[config.mk]
export PLATFORM = sky130hd
export DESIGN_NAME = coex_veto_abort_logic
export DESIGN_NICKNAME = d
export VERILOG_FILES = /design/src/coex_pkg.sv /design/src/veto_pin_sync.sv /design/src/coex_veto_abort_logic.sv
export SDC_FILE = /design/constraint.sdc
export NUM_CORES = 1
export LEC_CHECK = 0
export ABC_CLOCK_PERIOD_IN_PS = 2050
export BUFFER_PORTS_ARGS = -buffer_cell sky130_fd_sc_hd__buf_2
export CORE_MARGIN = 1
export CORE_UTILIZATION = 30
export DETAILED_ROUTE_END_ITERATION = 10
export GPL_TIMING_DRIVEN = 1
export PLACE_DENSITY = 0.58
export SETUP_SLACK_MARGIN = 0.02
export SKIP_CTS_REPAIR_TIMING = 1
export SYNTH_ARGS = -nofsm -noshare
export SYNTH_HDL_FRONTEND = slang
export SYNTH_SLANG_ARGS = --single-unit
export TNS_END_PERCENT = 1
[constraint.sdc]
create_clock -name core_clk -period 2.05 [get_ports core_clk]
set_input_delay 0.3075 -clock core_clk [delete_from_list [all_inputs] [get_ports core_clk]]
set_output_delay 0.3075 -clock core_clk [all_outputs]
set_load 0.01 [all_outputs]
[src/coex_pkg.sv]
package coex_pkg;

   ////////////////////////////////////////////////////////////////////////////
   // register byte offsets
   localparam logic [7:0] COEXISTENCE_CONTROL_REG_OFS = 8'h00;
   localparam logic [7:0] LINK_IRQ_OFS  = 8'h04;
   localparam logic [7:0] LINK_CTRL_OFS = 8'h08;

   ////////////////////////////////////////////////////////////////////////////
   // coexistence_control_reg fields
   localparam int LINK_EN_LSB   = 0;
   localparam int LINK_EN_W     = 4;
   localparam int FSK_LINK_BIT  = 3;
   localparam int TX_QUAL_BIT   = 4;
   localparam int RX_QUAL_BIT   = 5;
   localparam int OVRD_EN_BIT   = 6;
   localparam int OVRD_VAL_BIT  = 7;
   localparam int INVERT_BIT    = 8;
   localparam int PIN_SEL_LSB   = 9;
   localparam int PIN_SEL_W     = 3;
   localparam int SEEN_BIT      = 16;
   localparam int TX_ABORT_BIT  = 17;
   localparam int RX_ABORT_BIT  = 18;
   localparam int RAW_PIN_BIT   = 20;

   // link_irq_status_reg fields
   localparam int LOCK_LOSS_BIT = 0;
   localparam int SEQ_DONE_BIT  = 1;

   // link control fields
   localparam int START_TX_BIT  = 0;
   localparam int START_RX_BIT  = 1;
   localparam int STOP_BIT      = 2;
   localparam int PLL_EN_BIT    = 3;
   localparam int LL_STATE_LSB  = 8;
   localparam int SEQ_STATE_LSB = 12;

   ////////////////////////////////////////////////////////////////////////////
   // reset values
   localparam logic [3:0] LINK_EN_RST  = 4'h0;
   localparam logic [2:0] PIN_SEL_RST  = 3'h0;
   localparam logic       CFG_BIT_RST  = 1'b0;
   localparam logic       FLAG_RST     = 1'b0;

   ////////////////////////////////////////////////////////////////////////////
   // timing
   localparam int CLK_PERIOD_NS    = 10;
   localparam int WARMDOWN_TIME_NS = 2000;
   localparam int WARMDOWN_CYCLES  = (WARMDOWN_TIME_NS / CLK_PERIOD_NS < 1) ? 1 :
                                     WARMDOWN_TIME_NS / CLK_PERIOD_NS;

   ////////////////////////////////////////////////////////////////////////////
   // states
   typedef enum logic [1:0] {
      LL_IDLE     = 2'b00,
      LL_TX       = 2'b01,
      LL_RX       = 2'b10,
      LL_WARMDOWN = 2'b11
   } ll_state_t;

   typedef enum logic [1:0] {
      SEQ_IDLE     = 2'b00,
      SEQ_RUN      = 2'b01,
      SEQ_WARMDOWN = 2'b10
   } seq_state_t;

endpackage

[src/veto_pin_sync.sv]
`timescale 1ns/1ps
`default_nettype none

module veto_pin_sync (
   // clock and reset
   input  wire logic core_clk,
   input  wire logic nrst,
   input  wire logic ce,
   // pin and synchronised level
   input  wire logic pin,
   output var  logic level
);

   logic stage1;
   logic stage2;
   logic stage3;

   // third stage filters a metastable settle; level moves only when two agree
   always_ff @(posedge core_clk) begin
      if (!nrst) begin
         stage1 <= 1'b0;
         stage2 <= 1'b0;
         stage3 <= 1'b0;
         level  <= 1'b0;
      end else if (ce) begin
         stage1 <= pin;
         stage2 <= stage1;
         stage3 <= stage2;
         if (stage2 == stage3) begin
            level <= stage3;
         end
      end
   end

endmodule

`default_nettype wire

[src/coex_veto_abort_logic.sv]
`timescale 1ns/1ps
`default_nettype none

// Notes on behaviour
// - veto from the master pauses radio traffic on the enabled link layers; release allows it again
// - veto aborting enabled per engine; fsk uses enable bit 3
// - fsk enable bit 0 means veto transitions are ignored by fsk
// - fsk enable bit 1 means a veto rising edge aborts the active sequence
// - tx aborted only if tx qualifier is 1 and tx request high
// - rx aborted only if rx qualifier is 1 and rx request high
// - veto abort drives the pll-abort path and sets the lock-loss flag
// - pll abort and veto abort have separate enables; veto status kept apart
// - each veto rising edge sets veto-seen, then abort conditions are checked
// - with any condition false only veto-seen is set
// - all conditions true set tx or rx abort flag and signal lock loss
// - after abort link layer waits in warm-down with request dropped until idle
// - sequence manager idle again sets sequence-done flag, link layer idles
// - lock-loss, veto-seen and direction abort flags stay set afterwards
// - veto-seen sets on every veto assertion, clears only by writing one
// - read-only bit shows raw level of the selected veto pin
// - override enable replaces the pin by the override value
// - invert bit inverts the selected pin before use
// - three-bit field selects which pin feeds the veto
// - four-bit field selects which link layers receive the veto
// - link layers use veto directly and drop their own tx or rx enables
module coex_veto_abort_logic #(
   parameter int VETO_PINS       = 8,
   parameter int WARMDOWN_CYCLES = coex_pkg::WARMDOWN_CYCLES
) (
   // clock, reset, enable
   input  wire logic                 core_clk,
   input  wire logic                 nrst,
   input  wire logic                 ce,
   // ahb-lite slave
   input  wire logic                 hsel,
   input  wire logic [31:0]          haddr,
   input  wire logic [1:0]           htrans,
   input  wire logic                 hwrite,
   input  wire logic [2:0]           hsize,
   input  wire logic [31:0]          hwdata,
   input  wire logic                 hready,
   output var  logic [31:0]          hrdata,
   output var  logic                 hreadyout,
   output var  logic                 hresp,
   // coexistence pins and pll
   input  wire logic [VETO_PINS-1:0] coex_veto_pin,
   input  wire logic                 pll_unlock,
   // toward the link layers and radio
   output var  logic [3:0]           link_veto,
   output var  logic                 fsk_tx_en,
   output var  logic                 fsk_rx_en
);

   ////////////////////////////////////////////////////////////////////////////
   // declarations
   logic [VETO_PINS-1:0] sync_pin;
   logic [3:0]           veto_link_enable;
   logic                 veto_tx_abort_qual;
   logic                 veto_rx_abort_qual;
   logic                 veto_override_enable;
   logic                 veto_override_value;
   logic                 veto_invert;
   logic [2:0]           veto_pin_select;
   logic                 pll_abort_enable;
   logic                 veto_seen_flag;
   logic                 veto_tx_aborted_flag;
   logic                 veto_rx_aborted_flag;
   logic                 lock_loss_flag;
   logic                 sequence_done_irq_flag;
   logic                 veto_pin_level;
   logic                 coex_veto;
   logic                 veto_prev;
   logic                 veto_edge;
   logic                 veto_tx_abort;
   logic                 veto_rx_abort;
   logic                 veto_abort;
   logic                 pll_abort_in;
   logic                 dp_write;
   logic                 dp_read;
   logic [7:0]           dp_addr;
   logic                 wr_ctrl;
   logic                 wr_irq;
   logic                 wr_link;
   logic                 start_tx;
   logic                 start_rx;
   logic                 stop_seq;
   logic [31:0]          read_word;
   logic [$clog2(WARMDOWN_CYCLES+1)-1:0] wd_count;
   coex_pkg::ll_state_t  ll_state;
   coex_pkg::seq_state_t seq_state;

   function automatic logic reg_hit(input logic [7:0] addr, input logic [7:0] ofs);
      reg_hit = (addr == ofs);
   endfunction

   ////////////////////////////////////////////////////////////////////////////
   // veto pin path
   for (genvar i = 0; i < VETO_PINS; i++) begin : g_sync
      veto_pin_sync u_sync (
         .core_clk (core_clk),
         .nrst     (nrst),
         .ce       (ce),
         .pin      (coex_veto_pin[i]),
         .level    (sync_pin[i])
      );
   end

   assign veto_pin_level = sync_pin[veto_pin_select];
   assign coex_veto      = veto_override_enable ? veto_override_value
                         : (veto_pin_level ^ veto_invert);
   assign veto_edge      = coex_veto & ~veto_prev;
   // fsk takes the veto edge directly, gated by enable bit 3 and the qualifiers; other engines see it on link_veto
   assign veto_tx_abort  = veto_edge & veto_link_enable[coex_pkg::FSK_LINK_BIT]
                         & veto_tx_abort_qual & fsk_tx_en;
   assign veto_rx_abort  = veto_edge & veto_link_enable[coex_pkg::FSK_LINK_BIT]
                         & veto_rx_abort_qual & fsk_rx_en;
   // pll unlock comes from the on-chip pll, same clock, no synchroniser
   assign pll_abort_in   = veto_abort | (pll_unlock & pll_abort_enable);

   always_ff @(posedge core_clk) begin
      if (!nrst) begin
         veto_prev  <= 1'b0;
         veto_abort <= 1'b0;
         link_veto  <= 4'h0;
      end else if (ce) begin
         veto_prev  <= coex_veto;
         veto_abort <= veto_tx_abort | veto_rx_abort;
         link_veto  <= veto_link_enable & {4{coex_veto}};
      end
   end

   ////////////////////////////////////////////////////////////////////////////
   // ahb-lite slave: writes zero-wait, reads one wait state
   assign wr_ctrl  = dp_write & reg_hit(dp_addr, coex_pkg::COEXISTENCE_CONTROL_REG_OFS);
   assign wr_irq   = dp_write & reg_hit(dp_addr, coex_pkg::LINK_IRQ_OFS);
   assign wr_link  = dp_write & reg_hit(dp_addr, coex_pkg::LINK_CTRL_OFS);
   assign start_tx = wr_link & hwdata[coex_pkg::START_TX_BIT];
   assign start_rx = wr_link & hwdata[coex_pkg::START_RX_BIT];
   assign stop_seq = wr_link & hwdata[coex_pkg::STOP_BIT];

   always_comb begin
      read_word = 32'h0000_0000;
      if (reg_hit(dp_addr, coex_pkg::COEXISTENCE_CONTROL_REG_OFS)) begin
         read_word[coex_pkg::LINK_EN_LSB +: coex_pkg::LINK_EN_W] = veto_link_enable;
         read_word[coex_pkg::TX_QUAL_BIT]  = veto_tx_abort_qual;
         read_word[coex_pkg::RX_QUAL_BIT]  = veto_rx_abort_qual;
         read_word[coex_pkg::OVRD_EN_BIT]  = veto_override_enable;
         read_word[coex_pkg::OVRD_VAL_BIT] = veto_override_value;
         read_word[coex_pkg::INVERT_BIT]   = veto_invert;
         read_word[coex_pkg::PIN_SEL_LSB +: coex_pkg::PIN_SEL_W] = veto_pin_select;
         read_word[coex_pkg::SEEN_BIT]     = veto_seen_flag;
         read_word[coex_pkg::TX_ABORT_BIT] = veto_tx_aborted_flag;
         read_word[coex_pkg::RX_ABORT_BIT] = veto_rx_aborted_flag;
         read_word[coex_pkg::RAW_PIN_BIT]  = veto_pin_level;
      end else if (reg_hit(dp_addr, coex_pkg::LINK_IRQ_OFS)) begin
         read_word[coex_pkg::LOCK_LOSS_BIT] = lock_loss_flag;
         read_word[coex_pkg::SEQ_DONE_BIT]  = sequence_done_irq_flag;
      end else if (reg_hit(dp_addr, coex_pkg::LINK_CTRL_OFS)) begin
         read_word[coex_pkg::PLL_EN_BIT] = pll_abort_enable;
         read_word[coex_pkg::LL_STATE_LSB +: 2]  = ll_state;
         read_word[coex_pkg::SEQ_STATE_LSB +: 2] = seq_state;
      end
   end

   always_ff @(posedge core_clk) begin
      if (!nrst) begin
         dp_write  <= 1'b0;
         dp_read   <= 1'b0;
         dp_addr   <= 8'h00;
         hrdata    <= 32'h0000_0000;
         hreadyout <= 1'b1;
         hresp     <= 1'b0;
      end else if (ce) begin
         hresp <= 1'b0;
         if (dp_read) begin
            hrdata    <= read_word;
            hreadyout <= 1'b1;
            dp_read   <= 1'b0;
         end else if (hsel && htrans[1] && hready) begin
            // only whole words exist, so hsize does not steer the decode
            dp_addr   <= haddr[7:0];
            dp_write  <= hwrite;
            dp_read   <= ~hwrite;
            hreadyout <= hwrite | (hsize != 3'h2 && hsize == 3'h2);
         end else begin
            dp_write <= 1'b0;
         end
      end
   end

   ////////////////////////////////////////////////////////////////////////////
   // configuration
   always_ff @(posedge core_clk) begin
      if (!nrst) begin
         veto_link_enable     <= coex_pkg::LINK_EN_RST;
         veto_tx_abort_qual   <= coex_pkg::CFG_BIT_RST;
         veto_rx_abort_qual   <= coex_pkg::CFG_BIT_RST;
         veto_override_enable <= coex_pkg::CFG_BIT_RST;
         veto_override_value  <= coex_pkg::CFG_BIT_RST;
         veto_invert          <= coex_pkg::CFG_BIT_RST;
         veto_pin_select      <= coex_pkg::PIN_SEL_RST;
         pll_abort_enable     <= coex_pkg::CFG_BIT_RST;
      end else if (ce) begin
         if (wr_ctrl) begin
            veto_link_enable     <= hwdata[coex_pkg::LINK_EN_LSB +: coex_pkg::LINK_EN_W];
            veto_tx_abort_qual   <= hwdata[coex_pkg::TX_QUAL_BIT];
            veto_rx_abort_qual   <= hwdata[coex_pkg::RX_QUAL_BIT];
            veto_override_enable <= hwdata[coex_pkg::OVRD_EN_BIT];
            veto_override_value  <= hwdata[coex_pkg::OVRD_VAL_BIT];
            veto_invert          <= hwdata[coex_pkg::INVERT_BIT];
            veto_pin_select      <= hwdata[coex_pkg::PIN_SEL_LSB +: coex_pkg::PIN_SEL_W];
         end
         if (wr_link) begin
            pll_abort_enable <= hwdata[coex_pkg::PLL_EN_BIT];
         end
      end
   end

   ////////////////////////////////////////////////////////////////////////////
   // sticky flags: a set in the clearing cycle wins
   always_ff @(posedge core_clk) begin
      if (!nrst) begin
         veto_seen_flag         <= coex_pkg::FLAG_RST;
         veto_tx_aborted_flag   <= coex_pkg::FLAG_RST;
         veto_rx_aborted_flag   <= coex_pkg::FLAG_RST;
         lock_loss_flag         <= coex_pkg::FLAG_RST;
         sequence_done_irq_flag <= coex_pkg::FLAG_RST;
      end else if (ce) begin
         veto_seen_flag <= (veto_seen_flag & ~(wr_ctrl & hwdata[coex_pkg::SEEN_BIT]))
                         | veto_edge;
         veto_tx_aborted_flag <= (veto_tx_aborted_flag
                               & ~(wr_ctrl & hwdata[coex_pkg::TX_ABORT_BIT]))
                               | veto_tx_abort;
         veto_rx_aborted_flag <= (veto_rx_aborted_flag
                               & ~(wr_ctrl & hwdata[coex_pkg::RX_ABORT_BIT]))
                               | veto_rx_abort;
         lock_loss_flag <= (lock_loss_flag & ~(wr_irq & hwdata[coex_pkg::LOCK_LOSS_BIT]))
                         | (pll_abort_in && (ll_state == coex_pkg::LL_TX
                                          || ll_state == coex_pkg::LL_RX));
         sequence_done_irq_flag <= (sequence_done_irq_flag
                                 & ~(wr_irq & hwdata[coex_pkg::SEQ_DONE_BIT]))
                                 | (ll_state == coex_pkg::LL_WARMDOWN
                                    && seq_state == coex_pkg::SEQ_IDLE);
      end
   end

   ////////////////////////////////////////////////////////////////////////////
   // fsk link layer; software is trusted not to start while vetoed
   always_ff @(posedge core_clk) begin
      if (!nrst) begin
         ll_state  <= coex_pkg::LL_IDLE;
         fsk_tx_en <= 1'b0;
         fsk_rx_en <= 1'b0;
      end else if (ce) begin
         unique case (ll_state)
            coex_pkg::LL_IDLE: begin
               if (start_tx) begin
                  ll_state  <= coex_pkg::LL_TX;
                  fsk_tx_en <= 1'b1;
               end else if (start_rx) begin
                  ll_state  <= coex_pkg::LL_RX;
                  fsk_rx_en <= 1'b1;
               end
            end
            coex_pkg::LL_TX, coex_pkg::LL_RX: begin
               if (pll_abort_in || stop_seq) begin
                  ll_state  <= coex_pkg::LL_WARMDOWN;
                  fsk_tx_en <= 1'b0;
                  fsk_rx_en <= 1'b0;
               end
            end
            coex_pkg::LL_WARMDOWN: begin
               if (seq_state == coex_pkg::SEQ_IDLE) begin
                  ll_state <= coex_pkg::LL_IDLE;
               end
            end
         endcase
      end
   end

   ////////////////////////////////////////////////////////////////////////////
   // sequence manager: runs while requested, then a fixed warm-down
   always_ff @(posedge core_clk) begin
      if (!nrst) begin
         seq_state <= coex_pkg::SEQ_IDLE;
         wd_count  <= '0;
      end else if (ce) begin
         unique case (seq_state)
            coex_pkg::SEQ_IDLE: begin
               if (fsk_tx_en || fsk_rx_en) begin
                  seq_state <= coex_pkg::SEQ_RUN;
               end
            end
            coex_pkg::SEQ_RUN: begin
               if (!fsk_tx_en && !fsk_rx_en) begin
                  seq_state <= coex_pkg::SEQ_WARMDOWN;
                  wd_count  <= '0;
               end
            end
            coex_pkg::SEQ_WARMDOWN: begin
               if (wd_count == ($clog2(WARMDOWN_CYCLES+1))'(WARMDOWN_CYCLES - 1)) begin
                  seq_state <= coex_pkg::SEQ_IDLE;
               end else begin
                  wd_count <= wd_count + 1'b1;
               end
            end
            default: begin
               seq_state <= coex_pkg::SEQ_IDLE;
            end
         endcase
      end
   end
endmodule

`default_nettype wire

# [Word-level counts from Yosys, hierarchy flattened]
# Index checks and enable logic that the tools add are counted.
[classes] n_mul=0 eq_ne=28 order_cmp=1 bitwise=41 div=0 muxes=42 n_reduce_logical=37 shifts=0 add_sub_neg=1
[ops] cell="$mux 2" count=16
[ops] cell="$reduce_and 2->1" count=13
[ops] cell="$and 1x1->1" count=23
[ops] cell="$mux 1" count=16
[ops] cell="$mux 8" count=2
[ops] cell="$pmux 8 s2" count=1
[ops] cell="$reduce_and 4->1" count=4
[ops] cell="$ne 2x2->1 const B" count=7
[ops] cell="$pmux 2 s3" count=2
[ops] cell="$add 8x1->8 const B" count=1
[ops] cell="$eq 1x1->1" count=8
[ops] cell="$eq 8x3->1 const B" count=1
[ops] cell="$eq 8x4->1 const B" count=1
[ops] cell="$eq 8x8->1 const B" count=1
[ops] cell="$logic_not 8->1" count=1
[ops] cell="$not 1->1" count=8
[ops] cell="$or 1x1->1" count=8
[ops] cell="$eq 2x2->1 const B" count=3
[ops] cell="$logic_and 1x1->1" count=6
[ops] cell="$reduce_bool 2->1" count=3
[ops] cell="$reduce_and 5->1" count=1
[ops] cell="$and 4x4->4" count=1
[ops] cell="$eq 2x1->1 const B" count=2
[ops] cell="$logic_not 2->1" count=2
[ops] cell="14 further kinds" count=19
[word_totals] regBits=99 memories=0 wordCells=208 ram_bits=0 mem_bits_ro=0 output_inout_bits=40 latch_bits=0

# [Logic depth before layout (Yosys ltp)]
# Gate-level depths: netlist (run 1).
[logic_depth] word_depth=9 depth_mapped=7

# [Cells and area by module]
# From an unflattened synthesis (run 1), not the netlist that was laid out.
[hier_totals] cells_unflattened=455 hier_area_um2=4286.6
[modules_own_cells] mod="coex_veto_abort_logic" cells_each=343 area_per_inst_um2=3015.4 n_inst=1
[modules_own_cells] mod="veto_pin_sync" cells_each=14 area_per_inst_um2=158.9 n_inst=8

# [Worst setup path before layout (run 1)]
# OpenSTA, ideal clock, no wires.
[synth_timing] path_kind="flip-flop to flip-flop" startpoint="reg dp_addr[7]" endpoint="reg fsk_tx_en" synth_period_minus_slack_ns=2.192 path_slack_ns=-0.142 required_ns=1.976 stages_incl_launch_ff=6 arrival_time_ns=2.118 path_cell_list="dfxtp_1 or4_4 or3_4 or4_1 o41a_1 a31oi_1"
[synth_via] elab_chain_len=6 word_cells_on_any_way=8
[synth_rtl] element="start: declaration" line_no="coex_veto_abort_logic.sv:80" text="logic [7:0] dp_addr;"
[synth_rtl] element="start signal: assignment" line_no="coex_veto_abort_logic.sv:181" text="dp_addr <= haddr[7:0];"
[synth_rtl] element="$eq 8x4->1 *" line_no="coex_veto_abort_logic.sv:93" text="reg_hit = (addr == ofs);"
[synth_rtl] element="$and 1x1->1 *" line_no="coex_veto_abort_logic.sv:136" text="assign wr_link = dp_write & reg_hit(dp_addr, coex_pkg::LINK_CTRL_OFS);"
[synth_rtl] element="$and 1x1->1" line_no="coex_veto_abort_logic.sv:139" text="assign stop_seq = wr_link & hwdata[coex_pkg::STOP_BIT];"
[synth_rtl] element="$logic_or 1x1->1" line_no="coex_veto_abort_logic.sv:266" text="if (pll_abort_in || stop_seq) begin"
[synth_rtl] element="$ne 2x2->1 (no line)"
[synth_rtl] element="$reduce_and 4->1 (no line) *"
[synth_rtl] element="end signal: assignment" line_no="coex_veto_abort_logic.sv:252" text="fsk_tx_en <= 1'b0;"
[synth_rtl] element="end signal: assignment" line_no="coex_veto_abort_logic.sv:259" text="fsk_tx_en <= 1'b1;"
[synth_rtl] element="end signal: assignment" line_no="coex_veto_abort_logic.sv:268" text="fsk_tx_en <= 1'b0;"
[synth_rtl] element="end: declaration" line_no="coex_veto_abort_logic.sv:50" text="output var logic fsk_tx_en,"
# Mark *: on every way between the ends. The rest lies on a longest branch, timed or not.
# A chain may end at the register's enable or synchronous reset.

# [Worst setup path after layout (run 1)]
# Ends and elaborated chain as after synthesis.

==> run_summary.xml, run 1 <==
<?xml version="1.0" encoding="UTF-8"?>
<metrics>
  <group name="final_layout">
    <metric name="n_fill_cell" unit="">1371</metric>
    <metric name="drive_gt1_share" unit="%">23.7</metric>
    <metric name="final_net_count" unit="">626</metric>
    <metric name="diodes" unit="">0</metric>
    <metric name="area_growth_syn_to_layout" unit="%">24.4</metric>
    <metric name="final_core_util" unit="%">38.5</metric>
  </group>
  <group name="worst_setup_path">
    <metric name="cp_common_cell" unit="">sky130_fd_sc_hd__or4_4</metric>
    <metric name="worstSetupEndpointType" unit="">register</metric>
    <metric name="crit_type" unit="">reg2reg</metric>
    <metric name="critical_path_required" unit="ps">2310</metric>
    <metric name="critPathLaunchType" unit="">register</metric>
    <metric name="crit_slowest_cell" unit="">sky130_fd_sc_hd__or4_4</metric>
    <metric name="worstPathMaxFanout" unit="">4</metric>
    <metric name="critical_path.max_stage_delay" unit="ps">550</metric>
    <metric name="r2r_cells" unit="">5</metric>
    <metric name="cp_data_arrival_time" unit="ps">2490</metric>
    <metric name="path_cells" unit="">or4_4 -&gt; or3_4 -&gt; or4_4 -&gt; o41a_1 -&gt; a31oi_1</metric>
  </group>
  <group name="sta">
    <metric name="layout_min_cycle_time" unit="ps">2230</metric>
    <metric name="fin_setup_tns" unit="ps">-1040</metric>
    <metric name="post_route_worst_hold_slack" unit="ps">192</metric>
    <metric name="worst_slew_margin_rel" unit="%">61.2</metric>
    <metric name="drv_slew" unit="">0</metric>
    <metric name="timing.final.crit_share" unit="%">109</metric>
    <metric name="maximum_clock_rate" unit="MHz">449</metric>
    <metric name="finalClockSkew" unit="ps">7.35</metric>
    <metric name="final_hold_fails" unit="">0</metric>
    <metric name="tightest_slew" unit="ps">578</metric>
    <metric name="setup_viol" unit="">23</metric>
    <metric name="finalWorstSetupSlack" unit="ps">-178</metric>
    <metric name="unrepaired_setup_endpoints_after_global_routing" unit="">yes</metric>
  </group>
  <group name="routing">
    <metric name="avgViaCountPerCell" unit="">4.82</metric>
    <metric name="detailedRoute.firstPassIterationCount" unit="">5</metric>
    <metric name="drt-initial-drc-count" unit="">141</metric>
    <metric name="drc" unit="">0</metric>
    <metric name="vias" unit="">3455</metric>
    <metric name="detail_route.wirelength" unit="um">9860</metric>
    <metric name="drt.antenna.violating_nets" unit="">0</metric>
    <metric name="average_detailed_routed_wire_length_per_instance" unit="um">13.8</metric>
  </group>
  <group name="placed_design">
    <metric name="dp.final_hpwl" unit="um">7220</metric>
    <metric name="place.port_buffers" unit="">63</metric>
    <metric name="place_ws" unit="ps">-323</metric>
    <metric name="gp_congestion" unit="">0.814</metric>
  </group>
  <group name="clock_network">
    <metric name="tritoncts" unit="">done</metric>
    <metric name="cts_root_buffer" unit="">sky130_fd_sc_hd__clkbuf_16</metric>
    <metric name="max-clock-path-buffers" unit="">2</metric>
    <metric name="clock_sinks" unit="">99</metric>
    <metric name="worst_skew_pair.late_latency" unit="ps">340</metric>
    <metric name="numCtsBuffers" unit="">9</metric>
    <metric name="cts_h_tree_lvls" unit="">3</metric>
    <metric name="cts.reportedPaths.clkPinSlew" unit="ps">70</metric>
  </group>
  <group name="floorplan">
    <metric name="row_count" unit="">42</metric>
    <metric name="die-height" unit="um">119</metric>
    <metric name="boundaryPins" unit="">124</metric>
    <metric name="starting_density" unit="%">31.0</metric>
    <metric name="fp.dieW" unit="um">119</metric>
    <metric name="total_die_area" unit="um^2">14200</metric>
    <metric name="core_area" unit="um^2">13300</metric>
  </group>
  <group name="power">
    <metric name="vdd_ir_drop_max" unit="mV">0.413</metric>
    <metric name="leakage_power_summed_over_all_cells" unit="nW">2.16</metric>
    <metric name="power_density_over_cell_area" unit="nW/um^2">819</metric>
  </group>
  <group name="synthesis">
    <metric name="main_combinational_cell_family_by_area_after_synthesis" unit="">simple AND/OR/NAND/NOR gates</metric>
    <metric name="synth.yosys.seq_area_share" unit="%">48.1</metric>
    <metric name="syn-cell-area" unit="um^2">4120</metric>
    <metric name="ys_ff_latch" unit="">99</metric>
    <metric name="synth_compound_area_share" unit="%">15.9</metric>
    <metric name="syn_inst" unit="">457</metric>
    <metric name="synth-edff-count" unit="">0</metric>
    <metric name="ys_dominant_reg_cell" unit="">sky130_fd_sc_hd__dfxtp_1</metric>
    <metric name="simple_gate_area_share_of_the_yosys_netlist" unit="%">17.0</metric>
    <metric name="yosys.area_share.xor_xnor" unit="%">1.28</metric>
    <metric name="ys.warnings.count" unit="">0</metric>
    <metric name="synthMuxAreaShare" unit="%">9.90</metric>
    <metric name="post_synth_fa_ha_maj_area_fraction" unit="%">1.82</metric>
    <metric name="synth_async_sr_flop_share" unit="%">0</metric>
    <metric name="syn-mean-instance-area" unit="um^2">9.01</metric>
    <metric name="ys_types" unit="">50</metric>
  </group>
  <group name="grt">
    <metric name="gr-total-overflow" unit="">0</metric>
    <metric name="antenna_found_initial" unit="">0</metric>
    <metric name="grt_pass1_wl" unit="um">16400</metric>
    <metric name="grt_start_max_net_pins" unit="">36</metric>
    <metric name="first_global_vias" unit="">3292</metric>
    <metric name="gr-usage-all-layers" unit="%">14.5</metric>
  </group>
  <group name="worst_hold_path">
    <metric name="worst_hold_path.num_cells" unit="">3</metric>
    <metric name="hold_path.class" unit="">in2reg</metric>
  </group>
  <group name="status">
    <metric name="violations" unit="">setup timing</metric>
    <metric name="status" unit="">complete, but fails checks</metric>
  </group>
  <group name="flow_run">
    <metric name="max_cap_violations" unit="">0</metric>
  </group>
</metrics>
==> synthesized netlist by cell type, drive strengths merged (4+ instances only) <==
library cell	number	share of area (%)
or4	4	0.82
nand2	53	4.8
buf	18	3.1
xnor2	5	1.1
mux2i	34	8.3
a21o	8	1.5
nand3	6	0.73
inv	11	1.0
clkbuf	19	1.7
dfxtp	99	48
ha	6	1.8
mux2	4	1.1
a22oi	16	2.9
a21oi	36	4.4
nand4	5	0.76
nor2	64	5.8
a22o	5	1.1
nor4	5	1.1
o21ai	20	2.4
==> registers in the layout, indices dropped and copies added, names as in the netlist, 2 cells and up <==
signal	cells
dp_addr	8
veto_link_enable	4
g_sync.u_sync.stage1	8
veto_pin_select	3
g_sync.u_sync.stage3	8
seq_state	2
g_sync.u_sync.stage2	8
hrdata	18
ll_state	2
g_sync.u_sync.level	8
wd_count	8
link_veto	4
==> critical path, delay by kind of cell, from the launching register on <==
kind / cells / cell delay, ps
simple gates: 3 / 1360
compound gates: 2 / 480
flops: 1 / 310
==> per-stage QoR <==
step,std cells,power (mW),instance area [um^2]
finish,717,4.20,5120
global route,717,4.37,5120
CTS,715,4.24,5040
detailed placement,699,2.39,4720
global placement,699,2.38,4720
floorplan,471,2.28,4190
==> worst paths after layout <==
kind	slack [ps]	startpoint	endpoint
min	190	coex_veto_pin[0]	g_sync[0].u_sync.stage1
max reg2reg	-180	dp_addr[7]	fsk_tx_en
max	-180	dp_addr[7]	fsk_tx_en
min reg2reg	450	hrdata[8]	hrdata[8]
==> where the power goes <==
group	internal [mW]	switching (mW)
Combinational	0.153	0.209
Sequential	1.96	0.0301
Clock	1.11	0.734
Total	3.22	0.972
==> cells by family after synthesis <==
logic type / after synthesis
AOI/OAI and AO/OA: 103
xor gates and xnor gates: 6
adders and majority gates: 6
buffers and inverters: 49
DFF: 99
muxes: 39
other: 1
and+or+nand+nor: 154
==> metal layers <==
layer	vias to the layer above	share of wire, %	global-route usage (%)
met5	-	0	0
met4	0	1.5	3.96
met3	15	4.7	3.64
met2	83	47	24.0
met1	1631	47	18.8
li1	1726	-	-
==> area by class of cell <==
class	instances	area [um^2]	area share [%]
Clock buffer	11	243	4.74
Clock inverter	5	86.3	1.69
Inverter	12	45.0	0.879
Multi-Input combinational cell	323	2000	39.1
Sequential cell	99	1990	38.8
Tap cell	176	220	4.30
Timing Repair Buffer	91	538	10.5
==> cell usage in the layout (no fill, tap or decap), types with 5 or more instances in the layout <==
cell type                   Yosys  final
sky130_fd_sc_hd__a21o_1         8      8
sky130_fd_sc_hd__a21oi_1       36     35
sky130_fd_sc_hd__a22o_1         5      5
sky130_fd_sc_hd__a22oi_1       16     16
sky130_fd_sc_hd__buf_2          2     63
sky130_fd_sc_hd__buf_4         15     27
sky130_fd_sc_hd__clkbuf_16      0      9
sky130_fd_sc_hd__conb_1         1     15
sky130_fd_sc_hd__dfxtp_1       99     98
sky130_fd_sc_hd__ha_1           6      6
sky130_fd_sc_hd__inv_1         11     11
sky130_fd_sc_hd__mux2i_1       34     34
sky130_fd_sc_hd__nand2_1       53     51
sky130_fd_sc_hd__nand3_1        6      5
sky130_fd_sc_hd__nand4_1        5      5
sky130_fd_sc_hd__nor2_1        64     63
sky130_fd_sc_hd__o21ai_0       19     19
No activity file was read; power rests on OpenSTA's default activity.
==> run 2: changes to the inputs <==
Settings changed: ABC_AREA set to 1.
==> run 2 against run 1 <==
Net effect: the run now ends clean; global-route usage up 0.10 points; routed wire length shrank 0.71%; clock-buffer cell count decreased by 2; critical path depth up 5; die area increased by 2.8%; worst hold slack got worse by 19 ps; power is 1.8% lower; sequential cell count unchanged; cell area is 2.5% lower; combinational power rose by 30%; synthesized cell count up 20%.
==> run_summary.xml, run 2 <==
<?xml version="1.0" encoding="UTF-8"?>
<metrics>
  <group name="clock_network">
    <metric name="tritoncts" unit="">done</metric>
    <metric name="numCtsBuffers" unit="">9</metric>
    <metric name="max-clock-path-buffers" unit="">2</metric>
    <metric name="clock_sinks" unit="">99</metric>
    <metric name="cts_root_buffer" unit="">sky130_fd_sc_hd__clkbuf_16</metric>
    <metric name="cts_h_tree_lvls" unit="">3</metric>
    <metric name="worst_skew_pair.late_latency" unit="ps">350</metric>
    <metric name="cts.reportedPaths.clkPinSlew" unit="ps">70</metric>
  </group>
  <group name="grt">
    <metric name="gr-total-overflow" unit="">0</metric>
    <metric name="grt_pass1_wl" unit="um">16600</metric>
    <metric name="gr-usage-all-layers" unit="%">14.6</metric>
    <metric name="first_global_vias" unit="">3569</metric>
    <metric name="antenna_found_initial" unit="">0</metric>
    <metric name="grt_start_max_net_pins" unit="">33</metric>
  </group>
  <group name="sta">
    <metric name="setup_viol" unit="">0</metric>
    <metric name="final_hold_fails" unit="">0</metric>
    <metric name="unrepaired_setup_endpoints_after_global_routing" unit="">no</metric>
    <metric name="timing.final.crit_share" unit="%">87.0</metric>
    <metric name="tightest_slew" unit="ps">611</metric>
    <metric name="drv_slew" unit="">0</metric>
    <metric name="finalWorstSetupSlack" unit="ps">266</metric>
    <metric name="maximum_clock_rate" unit="MHz">560</metric>
    <metric name="worst_slew_margin_rel" unit="%">58.9</metric>
    <metric name="layout_min_cycle_time" unit="ps">1780</metric>
    <metric name="finalClockSkew" unit="ps">6.17</metric>
    <metric name="fin_setup_tns" unit="ps">0</metric>
  </group>
  <group name="final_layout">
    <metric name="most-common-layout-cells" unit="">99 x sky130_fd_sc_hd__dfxtp_1, 83 x sky130_fd_sc_hd__nand2_1, 66 x sky130_fd_sc_hd__o21ai_0, 66 x sky130_fd_sc_hd__nor2_1, 63 x sky130_fd_sc_hd__buf_2</metric>
    <metric name="regMostFlops" unit="">hrdata</metric>
    <metric name="largest_reg_flops" unit="">18</metric>
    <metric name="instances_no_fill" unit="">798</metric>
    <metric name="leading_cell_type_in_the_layout_fill_and_taps_excluded" unit="">sky130_fd_sc_hd__dfxtp_1</metric>
    <metric name="area_growth_syn_to_layout" unit="%">17.9</metric>
    <metric name="final_net_count" unit="">703</metric>
    <metric name="diodes" unit="">0</metric>
    <metric name="drive_gt1_share" unit="%">18.0</metric>
    <metric name="post_layout_inst_area" unit="um^2">4990</metric>
  </group>
  <group name="worst_hold_path">
    <metric name="worst_hold_path.num_cells" unit="">3</metric>
    <metric name="timing.hold.worst_endpoint" unit="">g_sync[2].u_sync.stage1</metric>
    <metric name="holdCritStartpoint" unit="">coex_veto_pin[2]</metric>
    <metric name="hold_path.class" unit="">in2reg</metric>
  </group>
  <group name="placed_design">
    <metric name="placed_cells" unit="">782</metric>
    <metric name="dp.final_hpwl" unit="um">7230</metric>
    <metric name="place_area" unit="um^2">4710</metric>
    <metric name="place_ws" unit="ps">284</metric>
    <metric name="place.port_buffers" unit="">63</metric>
    <metric name="gp_congestion" unit="">0.757</metric>
  </group>
  <group name="worst_setup_path">
    <metric name="crit-reg2reg-launch" unit="">seq_state[1]</metric>
    <metric name="cp_data_arrival_time" unit="ps">2070</metric>
    <metric name="crit_slowest_cell" unit="">sky130_fd_sc_hd__dfxtp_1</metric>
    <metric name="cp_common_cell" unit="">sky130_fd_sc_hd__inv_1</metric>
    <metric name="critPathLaunchType" unit="">register</metric>
    <metric name="worstPathMaxFanout" unit="">9</metric>
    <metric name="critical_path_required" unit="ps">2340</metric>
    <metric name="worstSetupEndpointType" unit="">register</metric>
    <metric name="reg2reg_setup_slack" unit="ps">270</metric>
    <metric name="r2r_cells" unit="">10</metric>
    <metric name="reg2reg_to" unit="">wd_count[7]</metric>
    <metric name="path_cells" unit="">inv_1 -&gt; ha_1 -&gt; o21ai_1 -&gt; and3_1 -&gt; nand2_2 -&gt; nor2_2 -&gt; inv_1 -&gt; nor3_2 -&gt; nand3b_1 -&gt; a21oi_1</metric>
    <metric name="crit_type" unit="">reg2reg</metric>
    <metric name="critical_path.max_stage_delay" unit="ps">330</metric>
  </group>
  <group name="synthesis">
    <metric name="netlist_top_cells_area" unit="">sky130_fd_sc_hd__dfxtp_1 47%, sky130_fd_sc_hd__o21ai_0 7.8%, sky130_fd_sc_hd__nand2_1 7.4%, sky130_fd_sc_hd__a21oi_1 6.1%, sky130_fd_sc_hd__nor2_1 5.8%</metric>
    <metric name="synth-edff-count" unit="">0</metric>
    <metric name="syn-mean-instance-area" unit="um^2">7.71</metric>
    <metric name="yosysMostFrequentCell" unit="">sky130_fd_sc_hd__dfxtp_1</metric>
    <metric name="synth_async_sr_flop_share" unit="%">0</metric>
    <metric name="synth.cells.most_frequent" unit="">99 x sky130_fd_sc_hd__dfxtp_1, 83 x sky130_fd_sc_hd__nand2_1, 66 x sky130_fd_sc_hd__nor2_1, 66 x sky130_fd_sc_hd__o21ai_0, 58 x sky130_fd_sc_hd__inv_1</metric>
    <metric name="ys.warnings.count" unit="">0</metric>
    <metric name="top_cell_type_by_total_area_after_synthesis" unit="">sky130_fd_sc_hd__dfxtp_1</metric>
    <metric name="syn_inst" unit="">549</metric>
    <metric name="ys_dominant_reg_cell" unit="">sky130_fd_sc_hd__dfxtp_1</metric>
    <metric name="ys_types" unit="">40</metric>
    <metric name="ys_ff_latch" unit="">99</metric>
    <metric name="synth.yosys.seq_area_share" unit="%">46.8</metric>
    <metric name="syn-cell-area" unit="um^2">4240</metric>
    <metric name="yosysTopAreaCellShare" unit="%">46.8</metric>
  </group>
  <group name="flow_run">
    <metric name="max_cap_violations" unit="">0</metric>
  </group>
  <group name="power">
    <metric name="vdd_ir_drop_max" unit="mV">0.428</metric>
    <metric name="leakage_power_summed_over_all_cells" unit="nW">2.05</metric>
    <metric name="power_density_over_cell_area" unit="nW/um^2">825</metric>
  </group>
  <group name="routing">
    <metric name="drt-initial-drc-count" unit="">229</metric>
    <metric name="drc" unit="">0</metric>
    <metric name="average_detailed_routed_wire_length_per_instance" unit="um">12.3</metric>
    <metric name="detail_route.wirelength" unit="um">9790</metric>
    <metric name="detailedRoute.firstPassIterationCount" unit="">4</metric>
    <metric name="vias" unit="">3714</metric>
    <metric name="avgViaCountPerCell" unit="">4.65</metric>
    <metric name="drt.antenna.violating_nets" unit="">0</metric>
  </group>
  <group name="floorplan">
    <metric name="core_area" unit="um^2">13800</metric>
    <metric name="die-height" unit="um">121</metric>
    <metric name="boundaryPins" unit="">124</metric>
    <metric name="total_die_area" unit="um^2">14600</metric>
    <metric name="starting_density" unit="%">30.6</metric>
    <metric name="fp.dieW" unit="um">121</metric>
    <metric name="row_count" unit="">43</metric>
  </group>
  <group name="status">
    <metric name="status" unit="">finished clean</metric>
  </group>
</metrics>
run 2: kinds of logic (layout without fill, tap and decap cells):
logic type / count (synthesis) / after routing / synth area share [%]
AO/OA/AOI/OAI: 147 / 147 / 19.6
buffers and inverters: 99 / 154 / 10.6
adder cells (fa/ha/maj): 6 / 6 / 1.77
flip-flops: 99 / 99 / 46.8
AND/OR/NAND/NOR: 197 / 197 / 21.2
other: 1 / 15 / 0.0885
run 2: final cells by class:
type | count | area [um^2]
inverter | 63 | 241
sequential | 99 | 1980
fill | 1448 | 8830
clock buffer | 9 | 225
tap | 180 | 225
timing repair buffer | 75 | 405
clock inverter | 7 | 58.8
multi-input combinational | 365 | 1860
run 2: power breakdown:
part	internal (mW)	switching (mW)	total, mW
sequential	2.00	0.0438	2.04
combinational	0.163	0.308	0.471
clock	0.841	0.770	1.61
total	3.00	1.12	4.12
run 2: how the worst max path moves through the flow:
stage / cells after the start / to / startpoint / slack [ps]
after floorplan: 11 / wd_count[7] / seq_state[1] / 510
after global placement: 6 / dp_addr[3] / ce / 310
after detailed placement: 6 / dp_addr[2] / ce / 280
after CTS: 10 / wd_count[7] / seq_state[1] / 270
after global routing: 9 / wd_count[3] / wd_count[1] / 70
final: 10 / wd_count[7] / seq_state[1] / 270
run 2: layer usage:
metal / share of wire, % / GRT usage (%) / vias to the layer above
met5: 0 / 0 / -
met4: 1.3 / 4.63 / 0
met3: 5.6 / 4.53 / 12
met2: 48 / 24.9 / 102
met1: 45 / 17.5 / 1679
li1: - / - / 1921
run 2: per-stage QoR:
| step | total power, mW | hold slack [ps] | utilization (%) |
|---|---|---|---|
| 6_report | 4.12 | 173 | 36.1 |
| 5_1_grt | 4.34 | 171 | 36.1 |
| 4_1_cts | 4.19 | 155 | 36.1 |
| 3_5_place_dp | 2.55 | 438 | 34.1 |
| 3_3_place_gp | 2.54 | 437 | 34.1 |
| 2_1_floorplan | 2.43 | 439 | - |
run 2: critical path: cells and delay by family (launching register included):
| kind | cells | cell delay, ps |
|---|---|---|
| AO/OA/AOI/OAI | 2 | 230 |
| adder cells (fa/ha/maj) | 1 | 210 |
| buffers and inverters | 2 | 180 |
| flip-flops | 1 | 330 |
| AND/OR/NAND/NOR | 5 | 780 |
